==> src/bis_pkg.sv <==
// Purpose: Shared constants and types of the burner ignition sequencer
// Assumes: 25 MHz ref_clk, one-second phase tick
// Notes: All phase times are whole seconds
package bis_pkg;
   // Clock and time base
   localparam int CLK_HZ = 25_000_000;
   localparam int TICK_S = 1;
   localparam int SEC_CYCLES = TICK_S * CLK_HZ;
   localparam int DIV_W = 25;
   typedef logic [DIV_W-1:0] bis_div_type;
   // Phase lengths in seconds
   localparam logic [4:0] SELFCHK_S = 5'h02;
   localparam logic [4:0] PREPURGE_S = 5'h0f;
   localparam logic [4:0] WARMUP_S = 5'h14;
   localparam logic [4:0] TRIAL_S = 5'h06;
   localparam logic [4:0] IGN_OFF_S = 5'h02;
   localparam logic [4:0] FLAME_WIN_S = 5'h04;
   localparam logic [4:0] POSTPURGE_S = 5'h1e;
   localparam logic [4:0] SEC_MAX = 5'h1f;
   // High limit setpoint in degrees F
   localparam logic [7:0] SETP_MIN_F = 8'h64;
   localparam logic [7:0] SETP_MAX_F = 8'hc8;
   localparam logic [7:0] SETP_RST_F = 8'hb4;
   // Register byte offsets
   localparam logic [3:0] OFS_STATUS = 4'h0;
   localparam logic [3:0] OFS_IRQ_STAT = 4'h4;
   localparam logic [3:0] OFS_IRQ_MASK = 4'h8;
   localparam logic [3:0] OFS_SETP = 4'hc;
   // Interrupt bits
   localparam int NIRQ = 4;
   localparam int IRQ_LOCK = 0;
   localparam int IRQ_HOLD = 1;
   localparam int IRQ_FLAME = 2;
   localparam int IRQ_DONE = 3;
   // Lamp bits and synchronised input bits
   localparam int LAMP_PWR = 0;
   localparam int LAMP_PURGE = 1;
   localparam int LAMP_IGN = 2;
   localparam int LAMP_GAS = 3;
   localparam int LAMP_FLAME = 4;
   localparam logic [4:0] LAMP_RST = 5'h01;
   localparam int IN_DEM = 0;
   localparam int IN_AIR = 1;
   localparam int IN_FLAME = 2;
   localparam int IN_LIMIT = 3;
   localparam int IN_SAFE = 4;
   // Sequencer states
   typedef enum logic [9:0] {
      ST_STANDBY = 10'h001,
      ST_SELFCHK = 10'h002,
      ST_AIRWAIT = 10'h004,
      ST_PREPURGE = 10'h008,
      ST_WARMUP = 10'h010,
      ST_TRIAL = 10'h020,
      ST_RUN = 10'h040,
      ST_HOLD = 10'h080,
      ST_POSTPURGE = 10'h100,
      ST_LOCKOUT = 10'h200
   } bis_state_type;
   // Whole state of the sequencer
   typedef struct packed {
      bis_state_type st;
      logic [4:0] sec;
      bis_div_type div;
      logic [4:0] s1;
      logic [4:0] s2;
      logic circ;
      logic induc;
      logic ign;
      logic gas;
      logic [4:0] lamp;
      logic [NIRQ-1:0] istat;
      logic [NIRQ-1:0] imask;
      logic [7:0] setp;
      logic [31:0] rdata;
   } bis_regs_type;
endpackage

==> src/bis_sequencer.sv <==
// Purpose: Burner ignition sequencer for a gas hot water boiler
// Assumes: Pins are asynchronous; registers on a plain strobe port
// Notes: Phase timers restart on every state entry
// Behaviour
// - In standby only the power lamp is lit.
// - A heat demand turns the circulator on at once.
// - A self check of two seconds precedes the draft inducer.
// - Proved airflow lights the purge lamp and starts a 15 s pre-purge.
// - Pre-purge end swaps purge lamp for igniter lamp and heats the igniter 20 s.
// - Warm-up end opens the gas valve, lights its lamp and starts a 6 s trial.
// - Two seconds into the trial the igniter and its lamp go off, gas stays on.
// - Flame seen in the last two trial seconds lights the flame lamp and runs the burner.
// - Demand end closes gas and circulator and runs a 30 s post-purge with purge lamp.
// - Post-purge end stops the inducer, darkens the purge lamp and returns to standby.
// - No flame by trial end closes the gas valve and darkens its lamp.
// - An open high limit stops the burner, circulator runs, relight after full purge.
// - The high limit setpoint is held between 100 and 200 degrees F.
// - Any other safety trip stops the burner and it relights once restored.
//
// The register addresses and the strobed register port are this design's own decisions.
module bis_sequencer #(
   parameter int TICK_CYCLES = bis_pkg::SEC_CYCLES
) (
   // Clock and reset
   input wire logic ref_clk,
   input wire logic rst,
   // Register port
   input wire logic [3:0] addr,
   input wire logic [31:0] wdata,
   input wire logic wr_en,
   input wire logic rd_en,
   output logic [31:0] rdata,
   // Field inputs
   input wire logic heat_demand,
   input wire logic airflow_ok,
   input wire logic flame_sense,
   input wire logic high_limit_ok,
   input wire logic safety_ok,
   // Actuators
   output logic circulator,
   output logic inducer,
   output logic igniter,
   output logic gas_valve,
   // Lamps, setpoint and interrupt
   output logic [4:0] lamp,
   output logic [7:0] limit_setpoint,
   output logic irq
);
   bis_pkg::bis_regs_type r;
   bis_pkg::bis_regs_type n;
   logic tick;
   logic dem;
   logic air;
   logic flame;
   logic safe;
   logic active;

   // Synchronised inputs and one-second tick
   assign dem = r.s2[bis_pkg::IN_DEM];
   assign air = r.s2[bis_pkg::IN_AIR];
   assign flame = r.s2[bis_pkg::IN_FLAME];
   assign safe = r.s2[bis_pkg::IN_LIMIT] & r.s2[bis_pkg::IN_SAFE];
   assign tick = (r.div == bis_pkg::bis_div_type'(TICK_CYCLES - 1));
   assign active = r.st inside {bis_pkg::ST_SELFCHK, bis_pkg::ST_AIRWAIT,
      bis_pkg::ST_PREPURGE, bis_pkg::ST_WARMUP, bis_pkg::ST_TRIAL, bis_pkg::ST_RUN};

   // Next state of everything
   always_comb begin
      logic [bis_pkg::NIRQ-1:0] ev;
      ev = '0;
      n = r;
      n.s1 = {safety_ok, high_limit_ok, flame_sense, airflow_ok, heat_demand};
      n.s2 = r.s1;
      // Time base
      n.div = tick ? '0 : r.div + 1'b1;
      if (tick && r.sec != bis_pkg::SEC_MAX) begin
         n.sec = r.sec + 5'h01;
      end
      // Sequence
      unique case (r.st)
         bis_pkg::ST_STANDBY: begin
            if (dem) begin
               n.st = bis_pkg::ST_SELFCHK;
            end
         end
         bis_pkg::ST_SELFCHK: begin
            if (r.sec >= bis_pkg::SELFCHK_S) begin
               n.st = bis_pkg::ST_AIRWAIT;
            end
         end
         bis_pkg::ST_AIRWAIT: begin
            if (air) begin
               n.st = bis_pkg::ST_PREPURGE;
            end
         end
         bis_pkg::ST_PREPURGE: begin
            if (r.sec >= bis_pkg::PREPURGE_S) begin
               n.st = bis_pkg::ST_WARMUP;
            end
         end
         bis_pkg::ST_WARMUP: begin
            if (r.sec >= bis_pkg::WARMUP_S) begin
               n.st = bis_pkg::ST_TRIAL;
            end
         end
         bis_pkg::ST_TRIAL: begin
            if (r.sec >= bis_pkg::FLAME_WIN_S && flame) begin
               n.st = bis_pkg::ST_RUN;
               ev[bis_pkg::IRQ_FLAME] = 1'b1;
            end else if (r.sec >= bis_pkg::TRIAL_S) begin
               n.st = bis_pkg::ST_LOCKOUT;
               ev[bis_pkg::IRQ_LOCK] = 1'b1;
            end
         end
         bis_pkg::ST_RUN: begin
            if (!flame) begin
               n.st = bis_pkg::ST_AIRWAIT;
            end
         end
         bis_pkg::ST_HOLD: begin
            if (!dem) begin
               n.st = bis_pkg::ST_POSTPURGE;
            end else if (safe) begin
               n.st = bis_pkg::ST_AIRWAIT;
            end
         end
         bis_pkg::ST_POSTPURGE: begin
            if (r.sec >= bis_pkg::POSTPURGE_S) begin
               n.st = bis_pkg::ST_STANDBY;
               ev[bis_pkg::IRQ_DONE] = 1'b1;
            end
         end
         bis_pkg::ST_LOCKOUT: begin
            if (!dem) begin
               n.st = bis_pkg::ST_STANDBY;
            end
         end
      endcase
      // Demand end and safety trips override the sequence
      if (active && !dem) begin
         n.st = bis_pkg::ST_POSTPURGE;
         ev = '0;
      end else if (active && !safe) begin
         n.st = bis_pkg::ST_HOLD;
         ev = '0;
         ev[bis_pkg::IRQ_HOLD] = 1'b1;
      end
      // Timer restarts on entry
      if (n.st != r.st) begin
         n.sec = '0;
         n.div = '0;
      end
      // Lamps and all actuators but the circulator follow the new state; the circulator follows demand
      n.circ = dem;
      n.induc = n.st inside {bis_pkg::ST_AIRWAIT, bis_pkg::ST_PREPURGE,
         bis_pkg::ST_WARMUP, bis_pkg::ST_TRIAL, bis_pkg::ST_RUN,
         bis_pkg::ST_POSTPURGE};
      n.ign = (n.st == bis_pkg::ST_WARMUP) ||
         (n.st == bis_pkg::ST_TRIAL && n.sec < bis_pkg::IGN_OFF_S);
      n.gas = n.st inside {bis_pkg::ST_TRIAL, bis_pkg::ST_RUN};
      n.lamp[bis_pkg::LAMP_PWR] = 1'b1;
      n.lamp[bis_pkg::LAMP_PURGE] = n.st inside {bis_pkg::ST_PREPURGE,
         bis_pkg::ST_POSTPURGE};
      n.lamp[bis_pkg::LAMP_IGN] = n.ign;
      n.lamp[bis_pkg::LAMP_GAS] = n.gas;
      n.lamp[bis_pkg::LAMP_FLAME] = (n.st == bis_pkg::ST_RUN);
      // Sticky events, set beats a write-one clear
      if (wr_en && addr == bis_pkg::OFS_IRQ_STAT) begin
         n.istat = (r.istat & ~wdata[bis_pkg::NIRQ-1:0]) | ev;
      end else begin
         n.istat = r.istat | ev;
      end
      if (wr_en && addr == bis_pkg::OFS_IRQ_MASK) begin
         n.imask = wdata[bis_pkg::NIRQ-1:0];
      end
      // Setpoint write clamped to the allowed span
      if (wr_en && addr == bis_pkg::OFS_SETP) begin
         if (wdata < {24'h000000, bis_pkg::SETP_MIN_F}) begin
            n.setp = bis_pkg::SETP_MIN_F;
         end else if (wdata > {24'h000000, bis_pkg::SETP_MAX_F}) begin
            n.setp = bis_pkg::SETP_MAX_F;
         end else begin
            n.setp = wdata[7:0];
         end
      end
      // Read data stands only the cycle after the strobe
      n.rdata = '0;
      if (rd_en) begin
         unique case (addr)
            bis_pkg::OFS_STATUS: n.rdata = {17'h00000, r.lamp, r.st};
            bis_pkg::OFS_IRQ_STAT: n.rdata = {28'h0000000, r.istat};
            bis_pkg::OFS_IRQ_MASK: n.rdata = {28'h0000000, r.imask};
            bis_pkg::OFS_SETP: n.rdata = {24'h000000, r.setp};
            default: n.rdata = '0;
         endcase
      end
   end

   // State register
   always_ff @(posedge ref_clk) begin
      if (rst) begin
         r <= '0;
         r.st <= bis_pkg::ST_STANDBY;
         r.lamp <= bis_pkg::LAMP_RST;
         r.setp <= bis_pkg::SETP_RST_F;
      end else begin
         r <= n;
      end
   end

   // Outputs
   assign rdata = r.rdata;
   assign circulator = r.circ;
   assign inducer = r.induc;
   assign igniter = r.ign;
   assign gas_valve = r.gas;
   assign lamp = r.lamp;
   assign limit_setpoint = r.setp;
   assign irq = |(r.istat & r.imask);
endmodule

==> config.mk <==
export PLATFORM = sky130hd
export DESIGN_NAME = bis_sequencer
export DESIGN_NICKNAME = d
export VERILOG_FILES = /design/src/bis_pkg.sv /design/src/bis_sequencer.sv
export SDC_FILE = /design/constraint.sdc
export NUM_CORES = 1
export LEC_CHECK = 0
export ABC_AREA = 1
export ABC_CLOCK_PERIOD_IN_PS = 3750
export BUFFER_PORTS_ARGS = -buffer_cell sky130_fd_sc_hd__buf_2
export CELL_PAD_IN_SITES_DETAIL_PLACEMENT = 2
export CELL_PAD_IN_SITES_GLOBAL_PLACEMENT = 2
export CORE_ASPECT_RATIO = 1.2
export CORE_UTILIZATION = 33
export CTS_CLUSTER_SIZE = 10
export DETAILED_ROUTE_END_ITERATION = 12
export GPL_TIMING_DRIVEN = 0
export PLACE_DENSITY = 0.93
export SYNTH_ARGS = -nofsm -noshare
export SYNTH_HDL_FRONTEND = slang
export SYNTH_SLANG_ARGS = --single-unit
==> constraint.sdc <==
create_clock -name ref_clk -period 3.75 [get_ports ref_clk]
set_clock_uncertainty 0.05 [all_clocks]
set_input_delay 0.75 -clock ref_clk [delete_from_list [all_inputs] [get_ports ref_clk]]
set_output_delay 0.75 -clock ref_clk [all_outputs]
set_load 0.05 [all_outputs]
==> impl_results.md <==
- Number of global-route vias before repair: 5467
- Asr flop ratio synth: 0
- Clk pin slew, worst setup/hold paths: 60 ps
- ANT cells: 0
- IO buf count: 76
- Synth Warn #: 0
- Top FF cell, synth: dfxtp_1
- CORE AREA: 14500 um^2
- Max-cap violations: 0
- CTS tree: done
- Initial DRT Pass Iterations: 4
- Filler cells: 1780
- Hold Crit Class: reg2reg
- M1 wire length: 6.19 mm
- Site Rows: 48
- RSZ-0062 raised after global routing: false
- Setup CP Type: reg2reg
- Post-Syn Area: 4950 um^2
- Via density: 4.78
- Power density cells: 703 nW/um^2
- Chip Width: 114 um
- Initial Util: 0.340
- Number of H-tree levels: 3
- Drt drc: 0
- Final Net Count: 864
- Psw: 0.00205 W
- Drt initial violations: 97
- Clk Latency, worst-skew pair: 360 ps
- Routability cong.: 0.866
- Maximum net fanout on the critical path: 10
- Post-Synthesis Cells: 711
- Final Slew Violations: 0
- Crit-path cells: ha_1 -> nand2_1 -> nor2_1 -> ha_1 -> nor2_1 -> o21ai_0 -> nor2_1 -> nor2_1 -> nor2_1 -> nand2_1 -> nand3_1 -> nand2_1 -> nand2_1 -> nor2_1 -> nand3_2 -> nor2_4 -> nand3_4 -> buf_6 -> nor2_2
- Flops & latches, synth: 87
- Fmax: 326 MHz
- Clk sinks: 87
- VDD IR max: 0.374 mV
- Tmin final: 3060 ps
- Initial antenna violation count: 0
- CP max stage delay: 440 ps
- Outcome: completed
- WL/cell: 16.5 um
- Die Ht: 136 um
- Share of the synthesized area in the top cell type: 0.352
- Tot GR Track Use: 0.233
- Setup TNS: 0 ps
- Top layer in use: met4
- Required @ worst endpoint: 4000 ps
- Post-route ant nets: 0
- CP Capture Type: flop
- Int Pwr: 0.00212 W
- Sequential share of power: 0.269
- CTS Buf Count: 9
- Slowest-stage cell, CP: dfxtp_1
- Post-CTS Setup Bufs: 0
- Longest Clk Path Bufs: 2
- Final critical-path share of the clock period: 0.817
- WL met2: 9.70 mm
- Synth cell count leaders: nand2_1, nor2_1, inv_1
- Routed wire length: 16.9 mm
- Worst path most repeated cell: nor2_1
- Hold Fails Final Rpt: 0
- Hpwl dp: 13.1 mm
- # setup viols final: 0
- Post-synth cell types: 38
- Metal3 WL: 489 um
- Largest cells by area after synthesis: dfxtp_1, nand2_1, nor2_1, inv_1, buf_4
- Total die area: 15500 um^2
- Gate power share: 0.510
- Post-synth EDFFs: 0
- Max transition margin: 0.365
- Top-count cell post-synth: nand2_1
- Mean Syn Cell Area: 6.96 um^2
- DR vias: 4873
- Ports: 95
- Layout cells sized above 1: 0.242
- Hold_buf cts: 0
- Worst path arrival time: 3310 ps
- Startpoint types: flop
- Seq/Total Area, Yosys: 0.352
- Clock root buffer: clkbuf_16
- Switching share of power: 0.491
- Slew @ Worst Pin: 946 ps
- GRT overflow: 0
- Area grow syn2layout: 20.0%
- CTS resizes: 0
- Pin count of the biggest net entering global routing: 15
- Synth area leader: dfxtp_1
- Global-route wire length before repair: 27.4 mm
- Dpl cells: 1003
- Pleak: 2.66 nW
- Reg2Reg Setup Slack: 690 ps
- Clk pwr share: 0.221
- Fin cells: 1019
final timing paths:
path / from / to / cells past startpoint
worst max register to register: r[93] / r[91] / 19
worst max-delay path: r[93] / r[91] / 19
worst min register to register: n[60] / r[60] / 2
worst min-delay path: n[60] / r[60] / 2
sequential cells by signal (all words and copies together), names as in the netlist, 4 cells and up:
name	flops
r	50
limit_setpoint	8
lamp	4
rdata	15
n	5
critical path: cells and delay by family, from the launching register on:
family,cells,cell delay [ps]
DFF,1,440
and+or+nand+nor,15,1720
buffers and inverters,1,220
AOI/OAI and AO/OA,1,150
adders and majority gates,2,440
cells in the final DEF, fill, tap and decap left out, types with 21 or more instances in the layout:
cell type / instances
dfxtp_1: 87
nand2_1: 129
inv_1: 91
buf_2: 77
o21ai_0: 21
nand3_1: 34
nor2_1: 113
buf_4: 45
nor3_1: 21
a21oi_1: 21
nand4_1: 30
kinds of logic (layout without fill, tap and decap cells):
logic type / after synthesis / after routing / share of synthesized area
other: 2 / 18 / 0.00152
adders and majority gates: 5 / 5 / 0.0126
AOI/OAI and AO/OA: 56 / 56 / 0.0650
muxes: 1 / 1 / 0.00202
xor gates and xnor gates: 23 / 23 / 0.0407
and+or+nand+nor: 377 / 377 / 0.366
DFF: 87 / 87 / 0.352
buffers and inverters: 160 / 252 / 0.160
power by group through the flow:
stage / Sequential, W / Clock [W] / Combinational [W]
final: 0.00113 / 0.000921 / 0.00213
after floorplan: 0.00111 / 0 / 0.00159
after global routing: 0.00113 / 0.000974 / 0.00233
after global placement: 0.00113 / 0 / 0.00203
after CTS: 0.00112 / 0.000948 / 0.00215
after detailed placement: 0.00114 / 0 / 0.00211
stage by stage:
step           total power, W  instance area, um^2  utilization  setup WS (ps)  hold WS, ps
5_1_grt               0.00443                 5940        0.408            393          381
3_5_place_dp          0.00325                 5640        0.388            582          356
6_report              0.00418                 5940        0.408            687          358
4_1_cts               0.00422                 5940        0.408            654          365
2_1_floorplan         0.00271                 5010            -           1430          338
3_3_place_gp          0.00317                 5640        0.388            874          345
area by class of cell:
type | count | area, um^2 | area share
Buffer | 56 | 403 | 0.0679
Clock buffer | 10 | 239 | 0.0403
Clock inverter | 6 | 58.8 | 0.00991
Inverter | 104 | 390 | 0.0658
Multi-Input combinational cell | 480 | 2470 | 0.417
Sequential cell | 87 | 1740 | 0.293
Tap cell | 200 | 250 | 0.0421
Timing Repair Buffer | 76 | 380 | 0.0641
layer usage:
layer / global-route usage / vias up
met5: 0 / -
li1: - / 2387
met3: 0.0317 / 28
met4: 0.105 / 0
met1: 0.227 / 2371
met2: 0.477 / 87
Power figures use the tool's default switching activity.
